--- src/shared/fpg_pkg.sv ---
package fpg_pkg;
  // register bus map
  localparam int               AXI_AW      = 4;
  localparam logic [AXI_AW-1:0] OFS_PROG   = 4'h0;
  localparam logic [AXI_AW-1:0] OFS_DATA   = 4'h4;
  localparam logic [AXI_AW-1:0] OFS_STAT   = 4'h8;
  localparam logic [1:0]       RESP_OKAY   = 2'h0;
  localparam logic [1:0]       RESP_SLVERR = 2'h2;
  localparam logic [1:0]       SEL_PROG    = 2'h0;
  localparam logic [1:0]       SEL_DATA    = 2'h1;
  localparam logic [1:0]       SEL_STAT    = 2'h2;
  localparam logic [1:0]       SEL_NONE    = 2'h3;

  // program_array_guard fields
  localparam int         PG_OPEN  = 7;
  localparam int         PG_RSV   = 6;
  localparam int         PG_HDIS  = 5;
  localparam int         PG_HS_HI = 4;
  localparam int         PG_HS_LO = 3;
  localparam int         PG_LDIS  = 2;
  localparam int         PG_LS_HI = 1;
  localparam int         PG_LS_LO = 0;
  localparam logic [7:0] PG_FULL  = 8'h7F;

  // data_array_guard fields
  localparam int         DG_OPEN    = 7;
  localparam int         DG_SPAN_HI = 3;
  localparam logic [7:0] DG_MASK    = 8'h8F;
  localparam logic [7:0] DG_FULL    = 8'h0F;

  // nvm_status_reg fields
  localparam int ST_LOADED = 0;
  localparam int ST_FAULT  = 1;
  localparam int ST_VIOL   = 4;

  // array geometry and range sizes
  localparam int              P_AW       = 18;
  localparam int              D_AW       = 12;
  localparam logic [P_AW-1:0] P_TOP      = 18'h3_FFFF;
  localparam logic [P_AW-1:0] P_LO_BASE  = 18'h3_8000;
  localparam logic [P_AW-1:0] HI_UNIT    = 18'h0_0800;
  localparam logic [P_AW-1:0] LO_UNIT    = 18'h0_0400;
  localparam int              SPAN_SHIFT = 8;

  // operation kinds
  localparam logic [1:0] OP_PROG       = 2'h0;
  localparam logic [1:0] OP_SECT_ERASE = 2'h1;
  localparam logic [1:0] OP_BLK_ERASE  = 2'h2;

  function automatic logic [1:0] reg_sel(input logic [AXI_AW-1:0] a);
    case (a)
      OFS_PROG: return SEL_PROG;
      OFS_DATA: return SEL_DATA;
      OFS_STAT: return SEL_STAT;
      default:  return SEL_NONE;
    endcase
  endfunction

  function automatic logic [2:0] scen(input logic [7:0] g);
    return {g[PG_OPEN], g[PG_HDIS], g[PG_LDIS]};
  endfunction

  function automatic logic move_ok(input logic [2:0] f, input logic [2:0] t);
    logic [7:0] m;
    m = 8'h00;
    case (f)
      3'h0: m = 8'h0F;
      3'h1: m = 8'h0A;
      3'h2: m = 8'h0C;
      3'h3: m = 8'h08;
      3'h4: m = 8'h18;
      3'h5: m = 8'h3C;
      3'h6: m = 8'h5A;
      default: m = 8'hFF;
    endcase
    return m[t];
  endfunction
endpackage

--- src/core/fpg_range_decode.sv ---
module fpg_range_decode (
  input  wire logic [7:0]              prog_guard, // program_array_guard
  input  wire logic [7:0]              data_guard, // data_array_guard
  input  wire logic                    is_data,    // target is data array
  input  wire logic [fpg_pkg::P_AW-1:0] addr,      // target address
  output logic                         sect_prot,  // target sector shielded
  output logic                         blk_prot    // target block shielded
);
  import fpg_pkg::*;

  logic [P_AW-1:0] hi_size;
  logic [P_AW-1:0] lo_size;
  logic [P_AW-1:0] lo_end;
  logic [D_AW:0]   d_lim;
  logic            in_hi;
  logic            in_lo;
  logic            p_sect;
  logic            p_blk;
  logic            d_sect;
  logic            d_blk;

  assign hi_size = HI_UNIT << prog_guard[PG_HS_HI:PG_HS_LO];
  assign lo_size = LO_UNIT << prog_guard[PG_LS_HI:PG_LS_LO];
  assign lo_end  = P_LO_BASE + lo_size;

  assign in_hi = !prog_guard[PG_HDIS] && (addr > P_TOP - hi_size);
  assign in_lo = !prog_guard[PG_LDIS] && (addr >= P_LO_BASE)
                 && (addr < lo_end);

  // open set: ranges are shielded; open clear: ranges are the only holes
  assign p_sect = prog_guard[PG_OPEN] ? (in_hi || in_lo)
                                      : !(in_hi || in_lo);
  // single block: with open clear some sector is always shielded
  assign p_blk = prog_guard[PG_OPEN] ?
                 (!prog_guard[PG_HDIS] || !prog_guard[PG_LDIS]) : 1'b1;

  assign d_lim  = (D_AW + 1)'({1'b0, data_guard[DG_SPAN_HI:0]} + 5'h01)
                  << SPAN_SHIFT;
  assign d_sect = !data_guard[DG_OPEN]
                  && ({1'b0, addr[D_AW-1:0]} < d_lim);
  assign d_blk  = !data_guard[DG_OPEN];

  assign sect_prot = is_data ? d_sect : p_sect;
  assign blk_prot  = is_data ? d_blk : p_blk;
endmodule

--- src/core/fpg_top.sv ---
// What this block does
// - reset load copies program guard byte
// - double fault at load forces full protection
// - illegal program guard writes leave register unchanged
// - only listed scenario transitions are accepted
// - reads return the scenario now in force
// - shielded program or erase refused, flags violation
// - block erase refused if any sector shielded
// - open bit flips range meaning
// - upper range off bit governs top region
// - upper size writable only while range off
// - lower range off bit governs low region
// - lower size writable only while range off
// - data guard marks shielded data sectors
// - data guard writes may only add protection
// - data span ignored while data open set
// - reset load copies data guard byte
module fpg_top (
  input  wire logic                       clock,         // system clock
  input  wire logic                       rst,           // async reset, high
  input  wire logic [fpg_pkg::AXI_AW-1:0] s_axi_awaddr,  // write address
  input  wire logic                       s_axi_awvalid, // write addr valid
  output logic                            s_axi_awready, // write addr ready
  input  wire logic [31:0]                s_axi_wdata,   // write data
  input  wire logic [3:0]                 s_axi_wstrb,   // write strobes
  input  wire logic                       s_axi_wvalid,  // write data valid
  output logic                            s_axi_wready,  // write data ready
  output logic [1:0]                      s_axi_bresp,   // write response
  output logic                            s_axi_bvalid,  // response valid
  input  wire logic                       s_axi_bready,  // response ready
  input  wire logic [fpg_pkg::AXI_AW-1:0] s_axi_araddr,  // read address
  input  wire logic                       s_axi_arvalid, // read addr valid
  output logic                            s_axi_arready, // read addr ready
  output logic [31:0]                     s_axi_rdata,   // read data
  output logic [1:0]                      s_axi_rresp,   // read response
  output logic                            s_axi_rvalid,  // read data valid
  input  wire logic                       s_axi_rready,  // read data ready
  input  wire logic                       cfg_load,      // config bytes valid
  input  wire logic [7:0]                 cfg_prog_byte, // program guard byte
  input  wire logic [7:0]                 cfg_data_byte, // data guard byte
  input  wire logic                       cfg_dbl_fault, // double-bit fault
  input  wire logic                       op_valid,      // operation request
  output logic                            op_ready,      // request may be taken
  input  wire logic [1:0]                 op_kind,       // program or erase
  input  wire logic                       op_is_data,    // data array target
  input  wire logic [fpg_pkg::P_AW-1:0]   op_addr,       // target address
  output logic                            op_accept,     // operation allowed
  output logic                            op_refuse      // operation refused
);
  import fpg_pkg::*;

  logic              aw_full_q;
  logic              w_full_q;
  logic [AXI_AW-1:0] awaddr_q;
  logic [31:0]       wdata_q;
  logic [3:0]        wstrb_q;
  logic              bvalid_q;
  logic [1:0]        bresp_q;
  logic              rvalid_q;
  logic [1:0]        rresp_q;
  logic [31:0]       rdata_q;
  logic [31:0]       rd_word;
  logic [7:0]        stat;
  logic [7:0]        prog_q;
  logic [7:0]        prog_d;
  logic [7:0]        data_q;
  logic [7:0]        data_d;
  logic              loaded_q;
  logic              fault_q;
  logic              viol_q;
  logic              op_accept_q;
  logic              op_refuse_q;
  logic              wr_go;
  logic [1:0]        wr_sel;
  logic [1:0]        rd_sel;
  logic              prog_wr;
  logic              prog_ok;
  logic              data_wr;
  logic              data_ok;
  logic              stat_clr;
  logic              load_go;
  logic              op_take;
  logic              op_prot;
  logic              sect_prot;
  logic              blk_prot;
  logic [1:0]        hs_cur;
  logic [1:0]        ls_cur;
  logic [3:0]        span_cur;

  // write channel: address and data captured independently
  assign s_axi_awready = !aw_full_q && !bvalid_q;
  assign s_axi_wready  = !w_full_q && !bvalid_q;
  assign wr_go         = aw_full_q && w_full_q && !bvalid_q;
  assign wr_sel        = reg_sel(awaddr_q);
  assign s_axi_bvalid  = bvalid_q;
  assign s_axi_bresp   = bresp_q;

  always_ff @(posedge clock or posedge rst) begin
    if (rst) begin
      aw_full_q <= 1'b0;
      awaddr_q  <= '0;
    end else if (s_axi_awvalid && s_axi_awready) begin
      aw_full_q <= 1'b1;
      awaddr_q  <= s_axi_awaddr;
    end else if (wr_go) begin
      aw_full_q <= 1'b0;
    end
  end

  always_ff @(posedge clock or posedge rst) begin
    if (rst) begin
      w_full_q <= 1'b0;
      wdata_q  <= '0;
      wstrb_q  <= '0;
    end else if (s_axi_wvalid && s_axi_wready) begin
      w_full_q <= 1'b1;
      wdata_q  <= s_axi_wdata;
      wstrb_q  <= s_axi_wstrb;
    end else if (wr_go) begin
      w_full_q <= 1'b0;
    end
  end

  always_ff @(posedge clock or posedge rst) begin
    if (rst) begin
      bvalid_q <= 1'b0;
      bresp_q  <= RESP_OKAY;
    end else if (wr_go) begin
      bvalid_q <= 1'b1;
      bresp_q  <= (wr_sel == SEL_NONE) ? RESP_SLVERR : RESP_OKAY;
    end else if (s_axi_bready) begin
      bvalid_q <= 1'b0;
    end
  end

  // read channel
  assign s_axi_arready = !rvalid_q;
  assign rd_sel        = reg_sel(s_axi_araddr);
  assign s_axi_rvalid  = rvalid_q;
  assign s_axi_rresp   = rresp_q;
  assign s_axi_rdata   = rdata_q;

  always_comb begin
    stat            = 8'h00;
    stat[ST_LOADED] = loaded_q;
    stat[ST_FAULT]  = fault_q;
    stat[ST_VIOL]   = viol_q;
  end

  always_comb begin
    case (rd_sel)
      SEL_PROG: rd_word = {24'h00_0000, prog_q};
      SEL_DATA: rd_word = {24'h00_0000, data_q};
      SEL_STAT: rd_word = {24'h00_0000, stat};
      default:  rd_word = 32'h0000_0000;
    endcase
  end

  always_ff @(posedge clock or posedge rst) begin
    if (rst) begin
      rvalid_q <= 1'b0;
      rresp_q  <= RESP_OKAY;
      rdata_q  <= '0;
    end else if (s_axi_arvalid && s_axi_arready) begin
      rvalid_q <= 1'b1;
      rresp_q  <= (rd_sel == SEL_NONE) ? RESP_SLVERR : RESP_OKAY;
      rdata_q  <= rd_word;
    end else if (s_axi_rready) begin
      rvalid_q <= 1'b0;
    end
  end

  // reset-sequence load; guards hold full protection until it arrives
  assign load_go = cfg_load && !loaded_q;

  always_ff @(posedge clock or posedge rst) begin
    if (rst) begin
      loaded_q <= 1'b0;
      fault_q  <= 1'b0;
    end else if (load_go) begin
      loaded_q <= 1'b1;
      fault_q  <= cfg_dbl_fault;
    end
  end

  // candidate value: reserved bit is not writable, sizes gated
  always_comb begin
    prog_d         = wdata_q[7:0];
    prog_d[PG_RSV] = prog_q[PG_RSV];
    if (!prog_q[PG_HDIS]) begin
      prog_d[PG_HS_HI:PG_HS_LO] = prog_q[PG_HS_HI:PG_HS_LO];
    end
    if (!prog_q[PG_LDIS]) begin
      prog_d[PG_LS_HI:PG_LS_LO] = prog_q[PG_LS_HI:PG_LS_LO];
    end
  end

  assign prog_wr = wr_go && (wr_sel == SEL_PROG) && wstrb_q[0] && loaded_q;
  assign prog_ok = move_ok(scen(prog_q), scen(prog_d));

  always_ff @(posedge clock or posedge rst) begin
    if (rst) begin
      prog_q <= PG_FULL;
    end else if (load_go) begin
      prog_q <= cfg_dbl_fault ? PG_FULL : cfg_prog_byte;
    end else if (prog_wr && prog_ok) begin
      prog_q <= prog_d;
    end
  end

  assign data_d  = wdata_q[7:0] & DG_MASK;
  assign data_wr = wr_go && (wr_sel == SEL_DATA) && wstrb_q[0] && loaded_q;
  assign data_ok = (data_d[DG_SPAN_HI:0] >= data_q[DG_SPAN_HI:0])
                   && !(data_d[DG_OPEN] && !data_q[DG_OPEN]);

  always_ff @(posedge clock or posedge rst) begin
    if (rst) begin
      data_q <= DG_FULL;
    end else if (load_go) begin
      data_q <= cfg_dbl_fault ? DG_FULL : (cfg_data_byte & DG_MASK);
    end else if (data_wr && data_ok) begin
      data_q <= data_d;
    end
  end

  // operation check
  fpg_range_decode u_dec (
    .prog_guard (prog_q),
    .data_guard (data_q),
    .is_data    (op_is_data),
    .addr       (op_addr),
    .sect_prot  (sect_prot),
    .blk_prot   (blk_prot)
  );

  assign op_ready = loaded_q;
  assign op_take  = op_valid && op_ready;
  assign op_prot  = (op_kind == OP_BLK_ERASE) ? blk_prot : sect_prot;
  assign op_accept = op_accept_q;
  assign op_refuse = op_refuse_q;

  always_ff @(posedge clock or posedge rst) begin
    if (rst) begin
      op_accept_q <= 1'b0;
      op_refuse_q <= 1'b0;
    end else begin
      op_accept_q <= op_take && !op_prot;
      op_refuse_q <= op_take && op_prot;
    end
  end

  // sticky; a new violation beats a same-cycle clear
  assign stat_clr = wr_go && (wr_sel == SEL_STAT) && wstrb_q[0]
                    && wdata_q[ST_VIOL];

  always_ff @(posedge clock or posedge rst) begin
    if (rst) begin
      viol_q <= 1'b0;
    end else if (op_take && op_prot) begin
      viol_q <= 1'b1;
    end else if (stat_clr) begin
      viol_q <= 1'b0;
    end
  end

  assign hs_cur   = prog_q[PG_HS_HI:PG_HS_LO];
  assign ls_cur   = prog_q[PG_LS_HI:PG_LS_LO];
  assign span_cur = data_q[DG_SPAN_HI:0];
endmodule

--- config.mk ---
export PLATFORM = sky130hd
export DESIGN_NAME = fpg_top
export DESIGN_NICKNAME = d
export VERILOG_FILES = /design/src/shared/fpg_pkg.sv /design/src/core/fpg_range_decode.sv /design/src/core/fpg_top.sv
export SDC_FILE = /design/constraint.sdc
export NUM_CORES = 1
export LEC_CHECK = 0
export ABC_CLOCK_PERIOD_IN_PS = 2040
export BUFFER_PORTS_ARGS = -buffer_cell sky130_fd_sc_hd__buf_4
export CORE_AREA = 2 2 65 113
export CTS_BUF_LIST = sky130_fd_sc_hd__clkbuf_4
export CTS_CLUSTER_DIAMETER = 120
export DETAILED_ROUTE_END_ITERATION = 8
export DIE_AREA = 0 0 67 115
export PLACE_DENSITY_LB_ADDON = 0.08
export SLEW_MARGIN = 10
export SYNTH_ARGS = -nofsm -noshare
export SYNTH_HDL_FRONTEND = slang
export SYNTH_SLANG_ARGS = --single-unit
--- constraint.sdc ---
create_clock -name clock -period 2.04 [get_ports clock]
set_input_delay 0.204 -clock clock [delete_from_list [all_inputs] [get_ports clock]]
set_output_delay 0.204 -clock clock [all_outputs]
set_load 0.1 [all_outputs]
# ---- After elaboration in Yosys (flattened, before gate mapping)
# Cells that the tools add are included.
dict set report word_totals {
  regBits 74
  input_bits 91
  out_inout_bits 44
  wordCells 135
}
dict set report op_classes {
  add_sub_neg 3
  order_cmp 6
  eq_ne 17
  n_shift 2
  n_mux 30
  n_reduce_logical 57
}
# cell count
set ops {}
lappend ops {{one-hot mux 8 bit (7 select lines)} 1}
lappend ops {{2-to-1 mux 8 bit} 6}
lappend ops {{logical AND 1 bit} 28}
lappend ops {{one-hot mux 8 bit (3 select lines)} 1}
lappend ops {{adder 18 bit (first input constant)} 1}
lappend ops {{>= comparator 18 bit (second input constant)} 1}
lappend ops {{> comparator 18 bit} 1}
lappend ops {{less-than comparator 18 bit} 1}
lappend ops {{nonzero test 2 bit} 9}
lappend ops {{left shift 11 x 2 -> 18 bit (first input constant)} 1}
lappend ops {{left shift 12 x 2 -> 18 bit (first input constant)} 1}
lappend ops {{subtractor 18 bit (first input constant)} 1}
lappend ops {{2-to-1 mux 1 bit} 15}
lappend ops {{less-than comparator 12 x 13 -> 1 bit} 1}
lappend ops {{one-hot mux 2 bit (3 select lines)} 2}
lappend ops {{zero test 1 bit} 11}
lappend ops {{== test 2 bit (second input constant)} 5}
lappend ops {{== test 3 bit (second input constant)} 3}
lappend ops {{== test 4 x 3 -> 1 bit (second input constant)} 2}
lappend ops {{== test 4 bit (second input constant)} 2}
lappend ops {{zero test 4 bit} 2}
lappend ops {{2-to-1 mux 2 bit} 4}
lappend ops {{== test 3 x 2 -> 1 bit (second input constant)} 2}
lappend ops {{adder 4 x 1 -> 5 bit (second input constant)} 1}
lappend ops {{other kinds (9)} 13}

# ---- Depth between registers and ports, before layout
dict set report logic_depth {
  depth_word 11
  depth_mapped 9
  mapped_depth_nobuf 9
}

# ---- Hierarchy
# Synthesis repeated with hierarchy kept, for this count alone.
dict set report hier_totals {
  hier_cells 292
  hier_area_um2 2824.0
}
# mod instances cells_each area_per_inst_um2 seq_area_each_um2
set modules_own_cells {}
lappend modules_own_cells {fpg_top 1 237 2404.8 1114.8}
lappend modules_own_cells {fpg_range_decode 1 55 419.2 0.0}

# ---- Worst setup path after synthesis
# Ideal clock, no wire load.
dict set report synth_timing {
  kind {register -> register}
  startpoint {register bvalid_q (netlist: s_axi_bvalid)}
  endpoint {register data_q[0]}
  setup_ns 0.082
  arrival_time_ns 2.597
  required_ns 1.958
  setup_slack_ns -0.639
  path_stages_with_launch 6
  path_buffers 0
  period_less_slack_ns 2.679
  cell_sequence {dfrtp_1 nand3b_4 or4b_4 a2111o_1 o21ai_4 mux2_4}
}
dict set report synth_between {
  elab_chain_len 7
}
# element line_no
set synth_lines {}
lappend synth_lines {{from (decl)} fpg_top.sv:57} ;# logic bvalid_q;
lappend synth_lines {{from (signal assigned)} fpg_top.sv:126} ;# bvalid_q <= 1'b0;
lappend synth_lines {{from (signal assigned)} fpg_top.sv:129} ;# bvalid_q <= 1'b1;
lappend synth_lines {{from (signal assigned)} fpg_top.sv:132} ;# bvalid_q <= 1'b0;
lappend synth_lines {{zero test 1 bit} fpg_top.sv:93} ;# assign wr_go = aw_full_q && w_full_q && !bvalid_q;
lappend synth_lines {{logical AND 1 bit} fpg_top.sv:93}
lappend synth_lines {{logical AND 1 bit (3 in series)} fpg_top.sv:212} ;# assign data_wr = wr_go && (wr_sel == SEL_DATA) && wstrb_q[0] && loaded_q;
lappend synth_lines {{logical AND 1 bit} fpg_top.sv:221} ;# end else if (data_wr && data_ok) begin
lappend synth_lines {{nonzero test 2 bit (no line)} n/a}
lappend synth_lines {{to (signal assigned)} fpg_top.sv:220} ;# data_q <= cfg_dbl_fault ? DG_FULL : (cfg_data_byte & DG_MASK);
lappend synth_lines {{to (signal assigned)} fpg_top.sv:222} ;# data_q <= data_d;
lappend synth_lines {{to (decl)} fpg_top.sv:66} ;# logic [7:0] data_q;
# No other way between the ends.
# A chain may end at the register's enable or synchronous reset.

# ---- Worst setup path after layout
dict set report layout_timing {
  startpoint {register prog_q[4]}
  endpoint {register op_accept_q (netlist: op_accept)}
}
dict set report layout_between {
  elab_chain_len 11
}
# element line_no
set layout_lines {}
lappend layout_lines {{from (decl)} fpg_top.sv:64} ;# logic [7:0] prog_q;
lappend layout_lines {{from (signal assigned)} fpg_top.sv:205} ;# prog_q <= cfg_dbl_fault ? PG_FULL : cfg_prog_byte;
lappend layout_lines {{from (signal assigned)} fpg_top.sv:207} ;# prog_q <= prog_d;
lappend layout_lines {{left shift 12 x 2 -> 18 bit (*)} fpg_range_decode.sv:22} ;# assign hi_size = HI_UNIT << prog_guard[PG_HS_HI:PG_HS_LO];
lappend layout_lines {{subtractor 18 bit (*)} fpg_range_decode.sv:26} ;# assign in_hi = !prog_guard[PG_HDIS] && (addr > P_TOP - hi_size);
lappend layout_lines {{> comparator 18 bit (*)} fpg_range_decode.sv:26}
lappend layout_lines {{logical AND 1 bit (*)} fpg_range_decode.sv:26}
lappend layout_lines {{logical OR 1 bit (*)} {fpg_range_decode.sv:31, fpg_range_decode.sv:32}}
lappend layout_lines {{zero test 1 bit} fpg_range_decode.sv:32} ;# : !(in_hi || in_lo);
lappend layout_lines {{2-to-1 mux 1 bit (*)} fpg_range_decode.sv:31} ;# assign p_sect = prog_guard[PG_OPEN] ? (in_hi || in_lo)
lappend layout_lines {{2-to-1 mux 1 bit (*)} fpg_range_decode.sv:43} ;# assign sect_prot = is_data ? d_sect : p_sect;
lappend layout_lines {{2-to-1 mux 1 bit (*)} fpg_top.sv:238} ;# assign op_prot = (op_kind == OP_BLK_ERASE) ? blk_prot : sect_prot;
lappend layout_lines {{zero test 1 bit (*)} fpg_top.sv:247} ;# op_accept_q <= op_take && !op_prot;
lappend layout_lines {{logical AND 1 bit (*)} fpg_top.sv:247}
lappend layout_lines {{to (signal assigned)} fpg_top.sv:247}
lappend layout_lines {{to (decl)} fpg_top.sv:71} ;# logic op_accept_q;
# Mark *: on every way between the ends. The rest lies on a longest branch, timed or not.

==> results.cfg <==
[synthesis]
synthesis.area_sq_um = 2810
synth_flop_cell = dfrtp_1
synthDominantCellAreaShare_pct = 29.3
seq_area_frac_synth_pct = 39.6
synth.avg_cell_area_sq_um = 9.74
synth_top_family_by_area = simple AND/OR/NAND/NOR gates
yosys_warnings = 0
synth_xor_area_share_pct = 0.934
synthSimpleGateAreaFrac_pct = 16.2
synth_compound_area_share_pct = 15.0
synth_seq_cells = 44
synthDistinctLibCells = 53
synth_cells = 289
synth_edf_count = 0
synth_area_leaders = dfrtp_1 29%, dfstp_2 10%, ha_1 7.6%
yosysTopAreaCell = dfrtp_1
async_flop_share_pct = 100
synthMuxAreaShare_pct = 10.0
yosys.area_share.adder_pct = 7.56

[global_route]
grt_pass1_vias = 2410
grt_usage_pct = 19.8
antenna_found_initial = 0
grt_overflow_total = 0
grt_max_degree = 29
grt_pass1_wl_mm = 11.4

[worst_setup_path]
cp-start-kind = flop
endpoint = op_accept
startpoint = prog_q[4]
endpoint_kind = flop
r2r_slack_ns = -0.30
rr_startpoint = prog_q[4]
crit_path_max_fanout = 6
path_class = reg2reg
worstPathArrival_ns = 2.63
required_ns = 2.33
r2r-end = op_accept
reg2reg_depth = 9

[sta]
post-route-period-util_pct = 115
finalSetupViolations = 14
rsz0062_at_grt = yes
finClkSkew_ns = 0.00791
tightest_slew_ns = 1.01
finalHoldViolCount = 0
drv_slew = 0
hold_ws_ns = 0.0239
maxSlewHeadroom_pct = 32.0
fin_ws_ns = -0.298
clock.fmax_mhz = 428
min_period_ns = 2.34

[power]
power_frac_seq_pct = 32.5
p_switching_w = 0.00232
combPwrFrac_pct = 55.8
power_frac_clock_pct = 11.7
totalPowerFinal_w = 0.00489
p_sw_share_pct = 47.5
leakage_nw = 1.80
vdd_ir_drop_max_uv = 926
powerDensity_nw_per_um2 = 1300
p_int_w = 0.00257

[outcome]
violations = negative setup slack
status = complete, but fails checks

[cells_and_area]
layout-drive-gt1-share_pct = 39.0
final_area_sq_um = 3770
antenna_cells_inserted = 0
syn_to_final_growth_pct = 34.1
fin_nets = 504
mostFrequentLayoutCells = 105 x buf_4, 31 x dfrtp_1, 26 x conb_1, 24 x nand2_1, 18 x o21ai_0
layout_commonest_cell = buf_4
n_fill_cell = 672
final_util_pct = 55.5

[die]
die_h_microns = 115
core-area_sq_um = 6810
die_w_microns = 67
die_area_sq_um = 7710
ios = 135
fp-row-count = 40
initial_core_util_pct = 41.3

[place]
hpwl_mm = 5.68
gp_congestion = 0.871
place_area_sq_um = 3570
numPortBuffers = 77
place_ws_ns = -0.355

[clocking]
cts_tree = yes
ctsRootBufferMaster = clkbuf_4
cts_max_level = 2
cts_sinks = 44
clk_latency_ns = 0.38
clk_path_buf_depth = 2
clkTransAtPathRegs_ns = 0.14
numCtsBuffers = 5

[drt]
antenna_left = 0
vias_per_cell = 4.99
firstDrtPassIters = 4
drc = 0
vias = 2398
drtIter0Drc = 91
routedWlPerCell_microns = 14.7
wirelength_mm = 7.05

[flow_run]
cap_violations = 0

[min_path]
hold_start = s_axi_wdata[0]
hp-class = in2reg
==> power groups by stage <==
stage / logic [W] / clock network (W) / registers (W)
after global placement: 0.00260 / 0 / 0.00159
final: 0.00273 / 0.000573 / 0.00159
after floorplan: 0.00155 / 0 / 0.00193
after global routing: 0.00297 / 0.000627 / 0.00164
after CTS: 0.00273 / 0.000588 / 0.00159
after detailed placement: 0.00263 / 0 / 0.00161
==> how the worst min path moves through the flow <==
stage,slack [ns],to,cells after the start
2_1_floorplan,0.30,s_axi_bvalid,1
3_3_place_gp,0.38,wdata_q[7],2
3_5_place_dp,0.38,wstrb_q[0],2
4_1_cts,0.008,op_ready,2
5_1_grt,0.007,wdata_q[0],3
6_report,0.02,wdata_q[0],3
==> metal layers <==
layer	up-vias	wire length [microns]	global-route usage [%]
met5	-	0	0
met1	1111	2510	21.0
met2	82	3960	36.6
li1	1190	-	-
met3	15	373	3.72
met4	0	199	8.98
==> cell families (layout without fill, tap and decap cells) <==
group,Yosys count,in the layout
xor+xnor,3,3
buf+inv,50,133
mux,26,26
fa+ha+maj,17,17
other cells,1,26
simple gates,86,86
compound gates,62,62
flops,44,44
==> sequential cells by signal, summed over array words and instances (netlist names), 4 cells and up <==
| signal | cells |
|---|---|
| prog_q | 8 |
| s_axi_rdata | 8 |
| data_q | 5 |
| wdata_q | 7 |
| awaddr_q | 4 |
==> cell type report <==
cell class | instances | area [sq um] | share of cell area (%)
multi-input cells | 220 | 1560 | 41.3
flip-flops and latches | 44 | 1120 | 29.7
repair buffers | 111 | 851 | 22.5
well taps | 84 | 105 | 2.78
inverters | 14 | 56.3 | 1.49
clock inverters | 3 | 42.5 | 1.13
clock buffers | 5 | 37.5 | 0.994
==> critical path, stage by stage (launching register included) <==
cell and delay [ns]:
dfstp_2 0.60, nor2_2 0.04, ha_1 0.26, nand4_1 0.09
or4_4 0.54, a32oi_4 0.28, xnor2_2 0.11, buf_4 0.14
a21oi_1 0.14, nor2_1 0.05
==> metrics by stage <==
stage / std cells / setup TNS (ns)
after CTS: 480 / -1.64
after detailed placement: 467 / -1.89
after global routing: 481 / -2.63
after global placement: 467 / -1.20
after floorplan: 314 / -1.82
final: 481 / -1.66
==> cells in the mapped netlist, drive strengths merged (5+ instances only) <==
library cell   n
dfrtp         33
buf           28
nand2         24
o21ai         20
ha            17
mux2i         15
a21oi         14
inv           14
nor2          13
dfstp         11
mux2          11
nor3          10
clkbuf         8
nand3          8
nand2b         5
nor2b          5
==> repair_timing <==
action	CTS	global route
gates cloned	0	0
resized for setup	12	3
endpoints found under the setup margin	15	15
pin swaps	5	3
buffers inserted	2	0
hold buffers	3	1
endpoints found under the hold margin	22	1
(Power assumes the default switching activity.)
